File: src/include/cso_pkg.sv
package cso_pkg;
	localparam int PC_W = 13;
	localparam logic [7:0] ADDR_STATUS = 8'h03;
	localparam logic [7:0] ADDR_STATUS_HI = 8'h83;
	localparam logic [7:0] ADDR_OPTION = 8'h81;
	localparam logic [6:0] ADDR_LOW_MASK = 7'h7f;
	localparam logic [7:0] STATUS_RST = 8'h18;
	localparam logic [7:0] OPTION_RST = 8'hff;
	localparam logic [7:0] RD_UNMAPPED = 8'h00;
	localparam logic [12:0] VEC_RESET = 13'h0000;
	localparam logic [12:0] VEC_IRQ = 13'h0004;
	localparam int ST_C = 0;
	localparam int ST_DC = 1;
	localparam int ST_Z = 2;
	localparam int ST_PD = 3;
	localparam int ST_TO = 4;
	localparam int ST_BANK_LO = 5;
	localparam int ST_BANK_HI = 6;
	localparam int ST_IND_BANK = 7;
	localparam int OP_RATE_LSB = 0;
	localparam int OP_PSA = 3;
	localparam int OP_TSE = 4;
	localparam int OP_TCS = 5;
	localparam int OP_EDGE = 6;
	localparam int OP_PULLUP = 7;
	localparam logic [3:0] DIV_NONE = 4'h0;

	typedef enum logic [2:0] {
		CSO_OP_PASS = 3'h0,
		CSO_OP_ADD = 3'h1,
		CSO_OP_SUB = 3'h3,
		CSO_OP_ROTL = 3'h2,
		CSO_OP_ROTR = 3'h6
	} cso_alu_op_t;

	typedef struct packed {
		cso_alu_op_t op;
		logic [7:0] a;
		logic [7:0] b;
	} cso_alu_req_t;

	typedef struct packed {
		logic upd_z;
		logic upd_dc;
		logic upd_c;
	} cso_flag_ctl_t;

	typedef struct packed {
		logic [7:0] result;
		logic z;
		logic dc;
		logic c;
	} cso_flag_res_t;
endpackage

File: src/hw/cso_flag_calc.sv
`timescale 1ns/100ps
module cso_flag_calc
	import cso_pkg::*;
(
	input wire cso_alu_req_t i_req,
	input wire logic i_carry,
	output cso_flag_res_t o_res
);
	logic [8:0] sum;
	logic [4:0] nib;
	logic [7:0] addend;
	logic cin;

	always_comb
	begin
		// subtraction adds the two's complement, so carry reads as no-borrow
		addend = (i_req.op == CSO_OP_SUB) ? ~i_req.b : i_req.b;
		cin = (i_req.op == CSO_OP_SUB);
		sum = {1'b0, i_req.a} + {1'b0, addend} + {8'h00, cin};
		nib = {1'b0, i_req.a[3:0]} + {1'b0, addend[3:0]} + {4'h0, cin};
		o_res.dc = nib[4];
		o_res.c = sum[8];
		o_res.result = sum[7:0];
		case (i_req.op)
			CSO_OP_ADD, CSO_OP_SUB:
			begin
				o_res.result = sum[7:0];
			end
			CSO_OP_ROTL:
			begin
				o_res.result = {i_req.a[6:0], i_carry};
				o_res.c = i_req.a[7];
			end
			CSO_OP_ROTR:
			begin
				o_res.result = {i_carry, i_req.a[7:1]};
				o_res.c = i_req.a[0];
			end
			default:
			begin
				o_res.result = i_req.b;
			end
		endcase
		o_res.z = (o_res.result == 8'h00);
	end
endmodule

File: src/hw/cso_core_regs.sv
`timescale 1ns/100ps
// How it works
// - thirteen-bit program counter, 8K word space
// - fetch address wraps into implemented memory
// - reset fetches zero, interrupt loads four
// - arithmetic flags override explicit status writes
// - timeout and powerdown flags ignore writes
// - clearing status zeroes top, sets zero
// - status mirrored at both bank addresses
// - bank bit five selects upper bank
// - subtraction carries act as inverted borrows
// - option bits read-write, reset to one
// - option bit seven disables port pull-ups
// - option bit six picks interrupt edge
// - rate field sets timer/watchdog division
// - assign bit routes prescaler watchdog or timer
module cso_core_regs
	import cso_pkg::*;
#(
	parameter int IMPL_BITS = 11
)
(
	input wire logic i_mclk,
	input wire logic i_reset,
	input wire logic i_pc_inc,
	input wire logic i_pc_load,
	input wire logic [12:0] i_pc_target,
	input wire logic i_irq_take,
	input wire logic i_wr_en,
	input wire logic i_rd_en,
	input wire logic [7:0] i_addr,
	input wire logic [7:0] i_wr_data,
	input wire cso_alu_req_t i_alu_req,
	input wire cso_flag_ctl_t i_flag_ctl,
	input wire logic i_watchdog_clear_op,
	input wire logic i_sleep_op,
	input wire logic i_watchdog_timeout,
	output logic [12:0] o_pc,
	output logic [12:0] o_fetch_addr,
	output logic [7:0] o_rd_data,
	output logic [7:0] o_alu_result,
	output logic [7:0] o_status,
	output logic [7:0] o_option,
	output logic o_bank_select_low,
	output logic o_pullup_disable,
	output logic o_ext_irq_edge_select,
	output logic o_timer_clock_source,
	output logic o_timer_pin_edge_select,
	output logic o_prescaler_assign,
	output logic [3:0] o_timer_div_log2,
	output logic [3:0] o_watchdog_div_log2
);
	localparam logic [12:0] IMPL_MASK = 13'((1 << IMPL_BITS) - 1);

	logic [12:0] pc;
	logic [12:0] next_pc;
	logic [7:0] status;
	logic [7:0] next_status;
	logic [7:0] option;
	logic [7:0] next_option;
	logic st_sel;
	logic op_sel;
	cso_flag_res_t calc;

	cso_flag_calc u_calc (
		.i_req(i_alu_req),
		.i_carry(status[ST_C]),
		.o_res(calc)
	);

	// bank bit 7 of the address is ignored so both banks hit one register
	assign st_sel = (i_addr[6:0] & ADDR_LOW_MASK) == ADDR_STATUS[6:0];
	assign op_sel = i_addr == ADDR_OPTION;

	always_comb
	begin
		next_pc = pc;
		if (i_irq_take)
			next_pc = VEC_IRQ;
		else if (i_pc_load)
			next_pc = i_pc_target;
		else if (i_pc_inc)
			next_pc = pc + 13'h0001;
	end

	always_ff @(posedge i_mclk or posedge i_reset)
	begin
		if (i_reset)
		begin
			pc <= VEC_RESET;
			o_fetch_addr <= VEC_RESET;
		end
		else
		begin
			pc <= next_pc;
			o_fetch_addr <= next_pc & IMPL_MASK;
		end
	end

	always_comb
	begin
		next_status = status;
		if (i_wr_en && st_sel)
		begin
			// top bits are stored as written; keeping them zero is up to software
			next_status[7:5] = i_wr_data[7:5];
			// any flag-updating instruction blocks the write to all three flags
			if (!(i_flag_ctl.upd_z || i_flag_ctl.upd_dc || i_flag_ctl.upd_c))
				next_status[2:0] = i_wr_data[2:0];
		end
		// a flag that the instruction computes beats the explicit write
		if (i_flag_ctl.upd_z)
			next_status[ST_Z] = calc.z;
		if (i_flag_ctl.upd_dc)
			next_status[ST_DC] = calc.dc;
		if (i_flag_ctl.upd_c)
			next_status[ST_C] = calc.c;
		// no write path reaches bits 4:3
		if (i_watchdog_clear_op)
		begin
			next_status[ST_TO] = 1'b1;
			next_status[ST_PD] = 1'b1;
		end
		if (i_sleep_op)
		begin
			next_status[ST_TO] = 1'b1;
			next_status[ST_PD] = 1'b0;
		end
		if (i_watchdog_timeout)
			next_status[ST_TO] = 1'b0;
	end

	always_ff @(posedge i_mclk or posedge i_reset)
	begin
		if (i_reset)
			status <= STATUS_RST;
		else
			status <= next_status;
	end

	always_comb
	begin
		next_option = option;
		if (i_wr_en && op_sel)
			next_option = i_wr_data;
	end

	always_ff @(posedge i_mclk or posedge i_reset)
	begin
		if (i_reset)
		begin
			option <= OPTION_RST;
			o_timer_div_log2 <= DIV_NONE;
			o_watchdog_div_log2 <= DIV_NONE;
		end
		else
		begin
			option <= next_option;
			// one prescaler: the side without it runs undivided
			if (next_option[OP_PSA])
			begin
				o_timer_div_log2 <= DIV_NONE;
				o_watchdog_div_log2 <= {1'b0, next_option[OP_RATE_LSB +: 3]};
			end
			else
			begin
				o_timer_div_log2 <= {1'b0, next_option[OP_RATE_LSB +: 3]} + 4'h1;
				o_watchdog_div_log2 <= DIV_NONE;
			end
		end
	end

	always_ff @(posedge i_mclk or posedge i_reset)
	begin
		if (i_reset)
		begin
			o_rd_data <= RD_UNMAPPED;
			o_alu_result <= 8'h00;
		end
		else
		begin
			o_alu_result <= calc.result;
			if (i_rd_en)
			begin
				if (st_sel)
					o_rd_data <= status;
				else if (op_sel)
					o_rd_data <= option;
				else
					o_rd_data <= RD_UNMAPPED;
			end
		end
	end

	assign o_pc = pc;
	assign o_status = status;
	assign o_option = option;
	assign o_bank_select_low = status[ST_BANK_LO];
	assign o_pullup_disable = option[OP_PULLUP];
	assign o_ext_irq_edge_select = option[OP_EDGE];
	assign o_timer_clock_source = option[OP_TCS];
	assign o_timer_pin_edge_select = option[OP_TSE];
	assign o_prescaler_assign = option[OP_PSA];

	property p_irq_vector;
		@(posedge i_mclk) disable iff (i_reset)
		i_irq_take |=> (o_pc == VEC_IRQ) && (o_fetch_addr == (VEC_IRQ & IMPL_MASK));
	endproperty
	a_irq_vector: assert property (p_irq_vector) else $error("irq vector not loaded");

	property p_pc_step;
		@(posedge i_mclk) disable iff (i_reset)
		(i_pc_inc && !i_pc_load && !i_irq_take) |=> o_pc == $past(o_pc) + 13'h0001;
	endproperty
	a_pc_step: assert property (p_pc_step) else $error("pc did not step");

	property p_wrap;
		@(posedge i_mclk) disable iff (i_reset)
		##1 ((o_fetch_addr & ~IMPL_MASK) == 13'h0000) && (o_fetch_addr == (o_pc & IMPL_MASK));
	endproperty
	a_wrap: assert property (p_wrap) else $error("fetch address escaped memory");

	property p_flag_wins;
		@(posedge i_mclk) disable iff (i_reset)
		(i_wr_en && st_sel && i_flag_ctl.upd_z) |=> status[ST_Z] == $past(calc.z);
	endproperty
	a_flag_wins: assert property (p_flag_wins) else $error("zero flag took write");

	property p_flag_hold;
		@(posedge i_mclk) disable iff (i_reset)
		(i_wr_en && st_sel && i_flag_ctl.upd_z && !i_flag_ctl.upd_c) |=>
			status[ST_C] == $past(status[ST_C]);
	endproperty
	a_flag_hold: assert property (p_flag_hold) else $error("carry took write");

	property p_ro_flags;
		@(posedge i_mclk) disable iff (i_reset)
		(!i_watchdog_clear_op && !i_sleep_op && !i_watchdog_timeout) |=>
			$stable(status[4:3]);
	endproperty
	a_ro_flags: assert property (p_ro_flags) else $error("reset flags changed");

	property p_mirror;
		@(posedge i_mclk) disable iff (i_reset)
		(i_wr_en && i_addr == ADDR_STATUS_HI) |=> o_bank_select_low == $past(i_wr_data[5]);
	endproperty
	a_mirror: assert property (p_mirror) else $error("upper status alias missed");

	property p_sub_borrow;
		@(posedge i_mclk) disable iff (i_reset)
		(i_flag_ctl.upd_c && i_alu_req.op == CSO_OP_SUB) |=>
			status[ST_C] == ($past(i_alu_req.a) >= $past(i_alu_req.b));
	endproperty
	a_sub_borrow: assert property (p_sub_borrow) else $error("borrow polarity wrong");

	property p_option_rw;
		@(posedge i_mclk) disable iff (i_reset)
		(i_wr_en && op_sel) |=> ##1 (i_rd_en && op_sel) |=> o_rd_data == $past(option);
	endproperty
	a_option_rw: assert property (p_option_rw) else $error("option readback wrong");

	property p_prescale;
		@(posedge i_mclk) disable iff (i_reset)
		##1 (option[OP_PSA] ? (o_timer_div_log2 == DIV_NONE) :
			(o_timer_div_log2 == {1'b0, option[2:0]} + 4'h1));
	endproperty
	a_prescale: assert property (p_prescale) else $error("prescale route wrong");

	property p_timeout;
		@(posedge i_mclk) disable iff (i_reset)
		i_watchdog_timeout |=> !status[ST_TO];
	endproperty
	a_timeout: assert property (p_timeout) else $error("timeout flag not cleared");
endmodule

File: config.mk
export PLATFORM = sky130hd
export DESIGN_NAME = cso_core_regs
export DESIGN_NICKNAME = d
export VERILOG_FILES = /design/src/include/cso_pkg.sv /design/src/hw/cso_flag_calc.sv /design/src/hw/cso_core_regs.sv
export SDC_FILE = /design/constraint.sdc
export NUM_CORES = 1
export LEC_CHECK = 0
export BUFFER_PORTS_ARGS = -buffer_cell sky130_fd_sc_hd__buf_2
export CAP_MARGIN = 30
export CORE_MARGIN = 3
export CORE_UTILIZATION = 49
export CTS_CLUSTER_DIAMETER = 200
export DETAILED_ROUTE_END_ITERATION = 16
export GPL_ROUTABILITY_DRIVEN = 0
export PLACE_DENSITY = 0.88
export SYNTH_ARGS = -nofsm -noshare
export SYNTH_HDL_FRONTEND = slang
export SYNTH_HIERARCHICAL = 1
export SYNTH_SLANG_ARGS = --single-unit
File: constraint.sdc
create_clock -name i_mclk -period 2.5 [get_ports i_mclk]
set_input_delay 0.375 -clock i_mclk [delete_from_list [all_inputs] [get_ports i_mclk]]
set_output_delay 0.375 -clock i_mclk [all_outputs]
set_load 0.02 [all_outputs]
# Word-level counts from Yosys, hierarchy flattened
# Cells that the tools add are included.
[totals]
out_inout_bits = 72
register_bits = 53
input_bits = 61
[op_classes]
add_sub_neg = 6
n_eq_ne = 9
bitwise = 1
n_reduce_logical = 15
n_mux = 19
[op_table]
columns = ["operator", "count"]
rows = [
  ["$mux W13", 3],
  ["$mux W8", 3],
  ["$pmux W8 S3", 1],
  ["$add A13 B1 Y13 const B", 1],
  ["$add A8 B8 Y9", 1],
  ["$add A9 B1 Y9", 1],
  ["$mux W3", 3],
  ["$eq A8 B8 Y1 const B", 1],
  ["$logic_not A8 Y1", 1],
  ["$mux W4", 2],
  ["$not A8 Y8", 1],
  ["$reduce_bool A2 Y1", 4],
  ["$eq A7 B2 Y1 const B", 1],
  ["$eq A3 B2 Y1 const B", 2],
  ["$ne A2 B2 Y1 const B", 3],
  ["$reduce_and A2 Y1", 3],
  ["$reduce_bool A3 Y1", 2],
  ["$add A4 B4 Y5", 1],
  ["$add A5 B1 Y5", 1],
  ["$add A3 B1 Y4 const B", 1],
  ["$mux W1", 4],
  ["$mux W2", 2],
  ["$eq A3 B1 Y1 const B", 1],
  ["$eq A3 B3 Y1 const B", 1],
  ["other kinds (4)", 6],
]

# Depth between registers and ports, before layout
# Gate-level depths: netlist of the first run.
[depth]
ltp_word = 7
ltp_mapped = 13
ltp_nobuf = 12

# Modules after synthesis
# Netlist of the first run, hierarchy kept.
[modules_own_cells]
columns = ["mod", "seq_area_each_um2", "n_inst", "cells_each", "area_per_inst_um2"]
rows = [
  ["cso_core_regs", 1313.8, 1, 237, 2541.2],
  ["cso_flag_calc", 0.0, 1, 116, 864.6],
]

# Worst setup path after synthesis of the first run
# OpenSTA, ideal clock, no wires.
[synth_path]
path_type = "input to register"
from = "input i_alu_req[18] (netlist bit)"
to = "register status[2] (netlist: o_status[2])"
t_arrival_ns = 2.717
path_stages = 13
path_buffers = 1
setup_slack_ns = -0.294
required_time_ns = 2.423
cell_sequence = "nand3b_1 -> buf_6 -> xnor2_1 -> inv_1 -> fa_1 -> nand2b_1 -> a21oi_1 -> xnor2_1 -> o21ai_0 -> or4_4 -> nor3_2 -> inv_1 -> a21oi_1"
[synth_rtl]
columns = ["item", "line", "rtl"]
rows = [
  ["start: declaration", "cso_core_regs.sv:33", "input wire cso_alu_req_t i_alu_req,"],
  ["end signal: assignment", "cso_core_regs.sv:138", "status <= next_status;"],
  ["end: declaration", "cso_core_regs.sv:57", "logic [7:0] status;"],
]

==> results.py, run 1 <==
metrics = {
    "outcome": {
        "outcome": "finished, violations left",
        "violations": "negative setup slack",
    },
    "clock_tree": {
        "clk_latency_ns": 0.30,
        "h-tree-depth": 2,
        "cts_buffers": 5,
        "tritoncts": "yes",
        "numClockSinks": 52,
        "hold_buffers": 0,
        "path_clk_slew_ns": 0.09,
        "clk_path_buf_depth": 2,
        "clock-root-buffer": "clkbuf_8",
    },
    "route": {
        "ant_nets": 0,
        "firstDrtPassIters": 4,
        "drc": 0,
        "drt_iter0_drc": 213,
        "drt-total-wl_um": 8830,
        "routed_via_density": 5.56,
        "wl_per_cell_um": 15.6,
        "num_vias": 3149,
    },
    "timing": {
        "relSlewSlack": 0.470,
        "fmax_mhz": 375,
        "slew_violations": 0,
        "setup_viol_count_final": 1,
        "finalCritPeriodShare": 1.07,
        "rsz0062_at_grt": "true",
        "layout_setup_ws_ns": -0.166,
        "fin_skew_ns": 0.0117,
        "final_hold_viol_count": 0,
        "tightest_slew_ns": 0.793,
        "min_period_ns": 2.67,
    },
    "synthesis": {
        "avgSynthCellArea_um2": 9.65,
        "synth.distinct_cells": 57,
        "synth-edff-count": 0,
        "synth_compound_area_frac": 0.171,
        "ys_seq_area_frac": 0.386,
        "yosys.area_share.simple": 0.204,
        "ys.flop_type": "dfrtp_1",
        "ys_ff_latch": 52,
        "synthMuxAreaShare": 0.0408,
        "synth_xor_xnor_area_share": 0.0643,
        "synth_top_family_by_area": "simple AND/OR/NAND/NOR gates",
        "synth_cells": 353,
        "synthArstFlopShare": 1.00,
        "yosysWarnings": 6,
        "syn_area_mm2": 0.00341,
        "synthAdderAreaFrac": 0.0463,
    },
    "worst_setup_path": {
        "slowest_delay_ns": 0.49,
        "worstSetupPathType": "primary input to flip-flop",
        "cp-start-kind": "primary input",
        "cp_slowest_cell": "or4_4",
        "crit_arrival_ns": 2.90,
        "cp_max_fo": 3,
        "cp_data_required_time_ns": 2.73,
        "reg2regPathDepth": 8,
        "worstPathCellList": "buf_6 > nand3b_1 > buf_4 > nor2_4 > a21oi_2 > fa_2 > xor2_1 > o211a_1 > a211oi_2 > or3_1 > or4_4 > nor3_2 > inv_1 > a21oi_2",
        "crit_top_cell": "a21oi_2",
        "endpoint_kind": "flip-flop",
    },
    "pwr": {
        "p_leak_nw": 2.20,
        "power.internal_mw": 1.48,
        "irDropWorstVdd_uv": 271,
        "power_frac_clock": 0.258,
        "swShare": 0.316,
        "pwr-share-comb": 0.302,
        "fin_total_pwr_mw": 2.16,
        "power_density_mw_per_mm2": 498,
        "seqPwrFrac": 0.440,
        "p_sw_uw": 684,
    },
    "layout": {
        "nets": 561,
        "stdcell_area_mm2": 0.00435,
        "area_growth_pct": 27.6,
        "antennaDiodeCount": 0,
        "postLayoutCoreUtil": 0.666,
        "drive_gt1_frac": 0.444,
        "fin_cells": 566,
    },
    "hold_path": {
        "worstHoldPathType": "primary input to flip-flop",
        "holdPathStages": 2,
    },
    "global_route": {
        "grt_max_degree": 41,
        "grt-ovfl-total": 0,
        "grt_pass1_wl_um": 13600,
        "grt_pass1_vias": 3044,
        "grt_antenna_before_repair": 0,
        "grtUsageTotal": 0.213,
    },
    "place": {
        "dp_worst_setup_slack_ns": -0.555,
        "io_buffers": 129,
        "dp_hpwl_um": 6800,
        "dpl_cell_area_mm2": 0.00412,
        "dp_cells": 552,
    },
    "floorplanning": {
        "die_area_mm2": 0.00799,
        "die_x_um": 89.4,
        "die_y_um": 89.4,
        "io_pins": 133,
        "start_util": 0.521,
        "num_rows": 29,
        "core_area_mm2": 0.00653,
    },
    "flow_run": {
        "cap_violations": 0,
    },
}
[layout by cell type, fill, tap and decap left out, types with 3 or more instances in the layout]
cell,instances
buf_2,128
dfrtp_1,42
nand2_1,36
buf_4,31
nor2_1,27
xnor2_1,18
nor2b_1,15
inv_1,11
o21ai_0,11
ha_1,10
dfstp_2,10
a21oi_1,9
a221o_1,8
nor3_1,8
a211oi_1,7
o31ai_1,6
mux2i_1,6
mux2_2,5
clkbuf_8,5
and3_1,4
nand4_1,4
a21oi_2,4
a211oi_2,4
nand3_1,4
xor2_1,4
nand2b_1,4
a22o_1,4
a22oi_1,4
a311oi_1,3
a31oi_1,3
or3_1,3
conb_1,3
xnor2_2,3
o21ai_1,3
a21o_1,3
[power groups by stage]
stage               logic, mW  clock network, mW  registers, mW
floorplan               0.315                  0           1.03
global placement        0.594                  0          0.965
detailed placement      0.613                  0          0.967
CTS                     0.627              0.574          0.952
global route            0.710              0.612          0.960
finish                  0.652              0.559          0.952
[routing by layer]
| layer | track usage | vias to the layer above | wire length, um |
|---|---|---|---|
| met5 | 0 | - | 0 |
| met4 | 0.0677 | 0 | 179 |
| met3 | 0.0267 | 17 | 590 |
| met2 | 0.385 | 139 | 4660 |
| met1 | 0.263 | 1488 | 3400 |
| li1 | - | 1505 | - |
[per-stage QoR]
stage | hold slack (ns) | setup TNS, ns
6_report | 0.180 | -0.166
5_1_grt | 0.177 | -0.321
4_1_cts | 0.172 | -0.126
3_5_place_dp | 0.500 | -1.34
3_3_place_gp | 0.492 | -0.977
2_1_floorplan | 0.408 | -0.210
[cells in the mapped netlist (2+ instances only)]
library cell / number / share of area
a21oi_1: 13 / 0.019
nor2b_1: 15 / 0.028
a221o_1: 8 / 0.024
a22o_1: 4 / 0.010
and2_1: 2 / 0.0037
mux2_1: 2 / 0.0066
mux2_2: 5 / 0.017
xnor2_1: 21 / 0.054
clkbuf_1: 3 / 0.0033
buf_6: 4 / 0.013
xor2_1: 4 / 0.010
dfstp_2: 10 / 0.077
a2bb2oi_1: 2 / 0.0051
and3_1: 4 / 0.0073
nor2_1: 28 / 0.031
buf_2: 5 / 0.0073
nand2b_1: 4 / 0.0073
mux2i_1: 6 / 0.018
a21o_1: 3 / 0.0066
a31oi_1: 4 / 0.0073
dfrtp_1: 42 / 0.31
nor4_2: 2 / 0.0073
nand4_1: 4 / 0.0073
a311oi_1: 3 / 0.0077
a211oi_1: 8 / 0.018
buf_1: 2 / 0.0022
nor3_2: 2 / 0.0059
inv_1: 12 / 0.013
buf_4: 21 / 0.046
a22oi_1: 4 / 0.0088
nand2_1: 36 / 0.040
nand4_2: 2 / 0.0073
nor3_1: 8 / 0.012
o31ai_1: 6 / 0.013
o21ai_0: 14 / 0.021
or3_1: 3 / 0.0055
ha_1: 11 / 0.040
a211oi_2: 3 / 0.011
nand3_1: 5 / 0.0073
[critical path: cells and delay by family]
kind,cells,cell delay (ns)
AND/OR/NAND/NOR,5,1.28
AO/OA/AOI/OAI,4,0.36
buffers and inverters,3,0.35
XOR/XNOR,1,0.14
adder cells (fa/ha/maj),1,0.37
[final cells by class]
type / instances / area [um^2]
repair buffers: 161 / 896
multi-input cells: 255 / 1880
clock buffers: 5 / 68.8
flip-flops and latches: 52 / 1310
clock inverters: 3 / 42.5
fillers: 514 / 2180
well taps: 77 / 96.3
inverters: 13 / 48.8
[state kept, by name (all words and copies together), names as in the netlist]
register	cells
o_alu_result	8
o_option	8
o_status	8
o_watchdog_div_log2	3
o_rd_data	8
o_pc	13
o_timer_div_log2	4
[cell families after synthesis]
logic type	Yosys count
XOR/XNOR	25
buffers and inverters	48
other	1
multiplexers	13
AND/OR/NAND/NOR	124
AO/OA/AOI/OAI	78
adder cells (fa/ha/maj)	12
flip-flops	52
[final timing paths]
kind                               startpoint      endpoint  slack [ns]
min in group asynchronous             i_reset  o_rd_data[4]        0.21
max in group asynchronous             i_reset       o_pc[9]        1.58
hold reg to reg                   o_status[3]   o_status[3]        0.52
setup reg to reg                  o_status[0]   o_status[2]        0.40
setup / recovery                i_alu_req[18]   o_status[2]       -0.17
hold / removal             i_watchdog_timeout   o_status[4]        0.18
[what timing repair did]
item | CTS | global route
resized for setup | 6 | 12
pin swaps | 4 | 8
cloned | 0 | 0
buffers inserted | 3 | 3
endpoints found under the hold margin | 0 | 0
endpoints found under the setup margin | 1 | 4
(Power assumes the default switching activity.)
==> run 2, diff against run 1 <==
--- a/config.mk
+++ b/config.mk
@@ -5,14 +5,14 @@
 export SDC_FILE = /design/constraint.sdc
 export NUM_CORES = 1
 export LEC_CHECK = 0
-export BUFFER_PORTS_ARGS = -buffer_cell sky130_fd_sc_hd__buf_2
 export CAP_MARGIN = 30
 export CORE_MARGIN = 3
-export CORE_UTILIZATION = 49
+export CORE_UTILIZATION = 55
 export CTS_CLUSTER_DIAMETER = 200
 export DETAILED_ROUTE_END_ITERATION = 16
+export DONT_BUFFER_PORTS = 1
 export GPL_ROUTABILITY_DRIVEN = 0
-export PLACE_DENSITY = 0.88
+export PLACE_DENSITY = 0.78
 export SYNTH_ARGS = -nofsm -noshare
 export SYNTH_HDL_FRONTEND = slang
 export SYNTH_HIERARCHICAL = 1
==> run 2 against run 1 <==
Compared with the run above:
- clock power decreased by 0.9%
- via count decreased by 16%
- register-to-register slack improved by 0.17 ns
- worst hold slack got worse by 0.089 ns
- critical path type unchanged
- combinational power decreased by 39%
- cell area decreased by 16%
- worst setup slack improved by 0.083 ns
- routed wire length decreased by 12%
- final cell count decreased by 23%
- largest cell class unchanged
- the run still ends with negative setup slack left
- critical endpoint unchanged
- die area decreased by 10%
==> results.py, run 2 (synthesis results as in run 1) <==
metrics = {
    "layout": {
        "largest_reg_flops": 13,
        "layout_commonest_cell": "dfrtp_1",
        "antennaDiodeCount": 0,
        "nets": 433,
        "layout_common_cells": "dfrtp_1 (42), nand2_1 (36), buf_4 (30)",
        "area_growth_pct": 7.42,
        "num-fill-cells": 504,
        "drive_gt1_frac": 0.219,
    },
    "clock_tree": {
        "clk_latency_ns": 0.30,
        "path_clk_slew_ns": 0.09,
        "h-tree-depth": 2,
        "tritoncts": "yes",
        "cts_buffers": 5,
        "clock-root-buffer": "clkbuf_8",
        "numClockSinks": 52,
        "clk_path_buf_depth": 2,
    },
    "timing": {
        "setup_viol_count_final": 1,
        "slew_violations": 0,
        "min_period_ns": 2.58,
        "fmax_mhz": 387,
        "tightest_slew_ns": 0.610,
        "fin_skew_ns": 0.00653,
        "relSlewSlack": 0.593,
        "rsz0062_at_grt": "true",
        "finalCritPeriodShare": 1.03,
        "layout_setup_ws_ns": -0.0836,
        "final_hold_viol_count": 0,
    },
    "worst_setup_path": {
        "critPathTopFamily": "simple AND/OR/NAND/NOR gates",
        "endpoint_kind": "flip-flop",
        "regToRegStartpoint": "o_status[0]",
        "path_buf_inv": 2,
        "slowest_delay_ns": 0.42,
        "cp-start-kind": "primary input",
        "worstPathCellList": "nand3b_1 > buf_4 > nor2_1 > a21oi_1 > fa_2 > xor2_1 > o211a_1 > a211oi_1 > or3_1 > or4_4 > nor3_2 > inv_1 > a21oi_2",
        "worstSetupPathType": "primary input to flip-flop",
        "cp_slowest_cell": "or4_4",
        "crit_arrival_ns": 2.82,
        "cp_max_fo": 21,
        "cp_data_required_time_ns": 2.73,
        "r2r_slack_ns": 0.57,
        "critPathLaunch": "i_alu_req[18]",
    },
    "route": {
        "wl_per_cell_um": 17.7,
        "drc": 0,
        "drt-total-wl_um": 7740,
        "routed_via_density": 6.08,
        "firstDrtPassIters": 4,
        "ant_nets": 0,
        "drt_iter0_drc": 142,
        "num_vias": 2651,
    },
    "global_route": {
        "grt-ovfl-total": 0,
        "grt_antenna_before_repair": 0,
        "grt_pass1_vias": 2609,
        "grt_max_degree": 31,
        "grt_pass1_wl_um": 12700,
        "grtUsageTotal": 0.216,
    },
    "outcome": {
        "outcome": "finished, violations left",
        "violations": "negative setup slack",
    },
    "floorplanning": {
        "die_y_um": 84.7,
        "io_pins": 133,
        "start_util": 0.572,
        "die_area_mm2": 0.00717,
        "core_area_mm2": 0.00596,
        "die_x_um": 84.7,
        "num_rows": 28,
    },
    "pwr": {
        "fin_total_pwr_mw": 1.99,
        "power_density_mw_per_mm2": 544,
        "p_leak_nw": 1.61,
        "irDropWorstVdd_uv": 363,
    },
    "place": {
        "dp_worst_setup_slack_ns": -0.364,
        "dp_hpwl_um": 6000,
        "io_buffers": 0,
    },
    "hold_path": {
        "worstHoldPathType": "primary input to flip-flop",
        "min-delay-start": "i_watchdog_timeout",
    },
    "flow_run": {
        "cap_violations": 0,
    },
}
[run 2: changes by cell type in the layout (fill, tap and decap cells not counted), sizes merged]
cell	delta
clkinvlp	-1
clkbuf	+1
buf	-129
dlygate4sd3	+1
[run 2: cell type report]
cell class | instances | area, um^2 | area share
multi-input cells | 255 | 1830 | 0.500
repair buffers | 33 | 267 | 0.0728
well taps | 75 | 93.8 | 0.0256
inverters | 13 | 48.8 | 0.0133
clock inverters | 2 | 35.0 | 0.00958
clock buffers | 6 | 72.6 | 0.0198
flip-flops and latches | 52 | 1310 | 0.359
[run 2: path summary, 6_finish.rpt]
path,endpoint,depth (start not counted)
min in group asynchronous,o_pc[9],2
min reg2reg,o_status[3],2
max reg2reg,o_status[2],8
max in group asynchronous,o_option[7],4
max,o_status[2],13
min,o_status[4],1
[run 2: repair_timing]
action | in CTS | in global routing
pin swaps | 3 | 4
hold endpoints to repair | 18 | 0
setup buffers | 1 | 0
endpoints found under the setup margin | 1 | 2
hold buffers | 1 | 0
resized for setup | 1 | 3
[run 2: report_power, final]
part	switching, mW	internal, mW	leakage (nW)
Combinational	0.202	0.197	0.912
Clock	0.256	0.297	0.0552
Sequential	0.136	0.902	0.646
[run 2: metal layers]
layer / vias to the layer above / share of wire / GRT usage
met5: - / 0 / 0
li1: 1241 / - / -
met1: 1289 / 0.41 / 0.275
met3: 15 / 0.072 / 0.0589
met2: 106 / 0.50 / 0.357
met4: 0 / 0.021 / 0.0691
[run 2: per-stage QoR]
| stage | TNS [ns] | instances | hold WS, ns | util | area, um^2 |
|---|---|---|---|---|---|
| CTS | -0.0384 | 436 | 0.0821 | 0.612 | 3640 |
| finish | -0.0836 | 436 | 0.0906 | 0.614 | 3660 |
| detailed placement | -0.682 | 426 | 0.283 | 0.591 | 3520 |
| floorplan | -0.210 | 355 | 0.408 | - | 3420 |
| global route | -0.280 | 436 | 0.0782 | 0.614 | 3660 |
| global placement | -0.495 | 425 | 0.408 | 0.587 | 3500 |
==> run 3, diff against run 2 <==
--- a/config.mk
+++ b/config.mk
@@ -5,6 +5,7 @@
 export SDC_FILE = /design/constraint.sdc
 export NUM_CORES = 1
 export LEC_CHECK = 0
+export ABC_AREA = 1
 export CAP_MARGIN = 30
 export CORE_MARGIN = 3
 export CORE_UTILIZATION = 55
==> run 3 against run 2 <==
Compared with the run above:
- the run now ends clean
- die area is 5.0% higher
- synthesized cell count is 40% higher
- non-clock buffer count is 25 lower
- sequential cell count stayed put
- worst setup slack better by 0.42 ns
==> results.py, run 3 <==
metrics = {
    "timing": {
        "slew_violations": 0,
        "final_hold_viol_count": 0,
        "finalCritPeriodShare": 0.866,
        "fin_skew_ns": 0.00861,
        "rsz0062_at_grt": "false",
        "fmax_mhz": 462,
        "fin_hold_ws_ns": 0.0949,
        "relSlewSlack": 0.592,
        "finalSetupTns_ns": 0,
        "setup_viol_count_final": 0,
        "tightest_slew_ns": 0.613,
        "min_period_ns": 2.16,
    },
    "place": {
        "io_buffers": 0,
        "dp_hpwl_um": 6660,
    },
    "pwr": {
        "pwr-share-comb": 0.199,
        "power.internal_mw": 1.26,
        "seqPwrFrac": 0.549,
        "p_sw_uw": 659,
        "swShare": 0.343,
        "fin_total_pwr_mw": 1.92,
        "power_density_mw_per_mm2": 523,
        "p_leak_nw": 1.97,
        "power_frac_clock": 0.252,
        "irDropWorstVdd_uv": 376,
    },
    "synthesis": {
        "avgSynthCellArea_um2": 7.27,
        "ys_ff_latch": 52,
        "yosysTopAreaCellShare": 0.293,
        "syn_area_mm2": 0.00359,
        "synth_cells": 494,
        "synth.distinct_cells": 39,
        "ys.flop_type": "dfrtp_1",
        "synthArstFlopShare": 1.00,
        "yosysWarnings": 6,
        "yosys-top-cells-area": "dfrtp_1 (29%), nand2_1 (13%), dfstp_2 (7.3%)",
        "synth-edff-count": 0,
        "yosysMostFrequentCell": "nand2_1",
        "ys_seq_area_frac": 0.366,
        "yosys.area.top_type": "dfrtp_1",
        "synth_common_cells": "nand2_1 (123), inv_1 (68), nor2_1 (49)",
    },
    "flow_run": {
        "cap_violations": 0,
    },
    "worst_setup_path": {
        "crit_arrival_ns": 2.40,
        "path_buf_inv": 1,
        "slowest_delay_ns": 0.42,
        "cp-start-kind": "primary input",
        "critPathTopFamily": "simple AND/OR/NAND/NOR gates",
        "cp_data_required_time_ns": 2.73,
        "worstPathCellList": "nand2_2 > nor2_4 > xor2_1 > fa_1 > inv_1 > nand3_1 > nand2_1 > nand2_1 > nand3_1 > nand3_1 > nor2_1 > nand4_1 > nor2_1 > a21oi_1 > o21ai_1",
        "cp_slowest_cell": "fa_1",
        "crit_top_cell": "nand3_1",
        "worstSetupPathType": "primary input to flip-flop",
        "cp_max_fo": 6,
        "endpoint_kind": "flip-flop",
    },
    "route": {
        "num_vias": 3134,
        "ant_nets": 0,
        "drt_iter0_drc": 261,
        "wl_per_cell_um": 14.9,
        "firstDrtPassIters": 5,
        "drc": 0,
        "routed_via_density": 5.58,
        "drt-total-wl_um": 8400,
    },
    "global_route": {
        "grt-busiest-layer": "met2",
        "use_met1": 0.277,
        "grt-ovfl-total": 0,
        "grt_pass1_vias": 2983,
        "grt_util_met3": 0.0646,
        "gr-usage-met2": 0.371,
        "grtUsageTotal": 0.223,
        "grt_antenna_before_repair": 0,
        "grt_pass1_wl_um": 13600,
        "grt_max_degree": 24,
    },
    "floorplanning": {
        "die_x_um": 86.8,
        "start_util": 0.586,
        "die_area_mm2": 0.00753,
        "num_rows": 28,
        "die_y_um": 86.8,
        "io_pins": 133,
        "core_area_mm2": 0.00613,
    },
    "layout": {
        "layout_common_cells": "nand2_1 (123), inv_1 (67), nor2_1 (49)",
        "largest_reg_flops": 13,
        "area_growth_pct": 2.20,
        "drive_gt1_frac": 0.127,
        "nets": 559,
        "layout_commonest_cell": "nand2_1",
        "antennaDiodeCount": 0,
        "postLayoutCoreUtil": 0.598,
    },
    "clock_tree": {
        "clk_latency_ns": 0.30,
        "numClockSinks": 52,
        "clock-root-buffer": "clkbuf_8",
        "h-tree-depth": 2,
        "clk_path_buf_depth": 2,
        "tritoncts": "yes",
        "path_clk_slew_ns": 0.09,
        "cts_buffers": 5,
    },
    "hold_path": {
        "worstHoldPathType": "primary input to flip-flop",
    },
    "outcome": {
        "outcome": "finished clean",
    },
}
run 3: stage by stage:
stage	setup slack [ns]	area (um^2)	cells
finish	0.335	3670	562
global route	0.121	3670	562
CTS	0.356	3670	562
detailed placement	0.0460	3560	553
global placement	0.0985	3560	553
floorplan	0.313	3600	496
run 3: repair_timing:
item | 4_1_cts | 5_1_grt
endpoints found under the hold margin | 8 | 0
hold buffers | 1 | 0
setup buffers | 0 | 0
resized for setup | 0 | 0
run 3: kinds of logic after synthesis:
kind of cell | synth area share
compound gates | 0.0976
xor+xnor | 0.0244
fa+ha+maj | 0.0439
buf+inv | 0.128
other cells | 0.00104
flops | 0.366
simple gates | 0.339
run 3: path summary, 6_finish.rpt:
kind	endpoint	start	slack, ns	cells after the start
min in group asynchronous	o_pc[12]	i_reset	0.43	2
worst max-delay path	o_status[2]	i_alu_req[17]	0.34	15
worst max register to register	o_pc[10]	o_pc[2]	0.71	9
worst min register to register	o_status[4]	o_status[4]	0.53	2
max in group asynchronous	o_option[1]	i_reset	1.47	3
worst min-delay path	o_status[3]	i_sleep_op	0.09	1
run 3: final cells by class:
| type | count | area, um^2 |
|---|---|---|
| clock buffers | 7 | 86.3 |
| clock inverters | 1 | 7.51 |
| inverters | 75 | 282 |
| flip-flops and latches | 52 | 1310 |
| fillers | 554 | 2460 |
| multi-input cells | 344 | 1820 |
| repair buffers | 8 | 62.6 |
| well taps | 75 | 93.8 |
run 3: worst register-to-register path, cell delays in order, from the launching register on:
cell	delay, ns
dfrtp_1	0.66
nand2_1	0.20
nor2_4	0.20
nand2_1	0.09
nor2_1	0.21
nand2_1	0.07
nand2_1	0.06
nand3_1	0.07
nand2_1	0.08
nand2_1	0.05
run 3: power by group through the flow:
stage / Combinational, mW / Clock, mW / Sequential, mW
detailed placement: 0.377 / 0 / 1.07
global placement: 0.364 / 0 / 1.07
global route: 0.434 / 0.543 / 1.06
floorplan: 0.341 / 0 / 1.04
finish: 0.381 / 0.484 / 1.05
CTS: 0.380 / 0.505 / 1.05
run 3: layer usage:
| metal | vias up | share of wire |
|---|---|---|
| met1 | 1450 | 0.40 |
| met5 | - | 0 |
| met2 | 142 | 0.48 |
| met4 | 0 | 0.026 |
| li1 | 1518 | - |
| met3 | 24 | 0.099 |
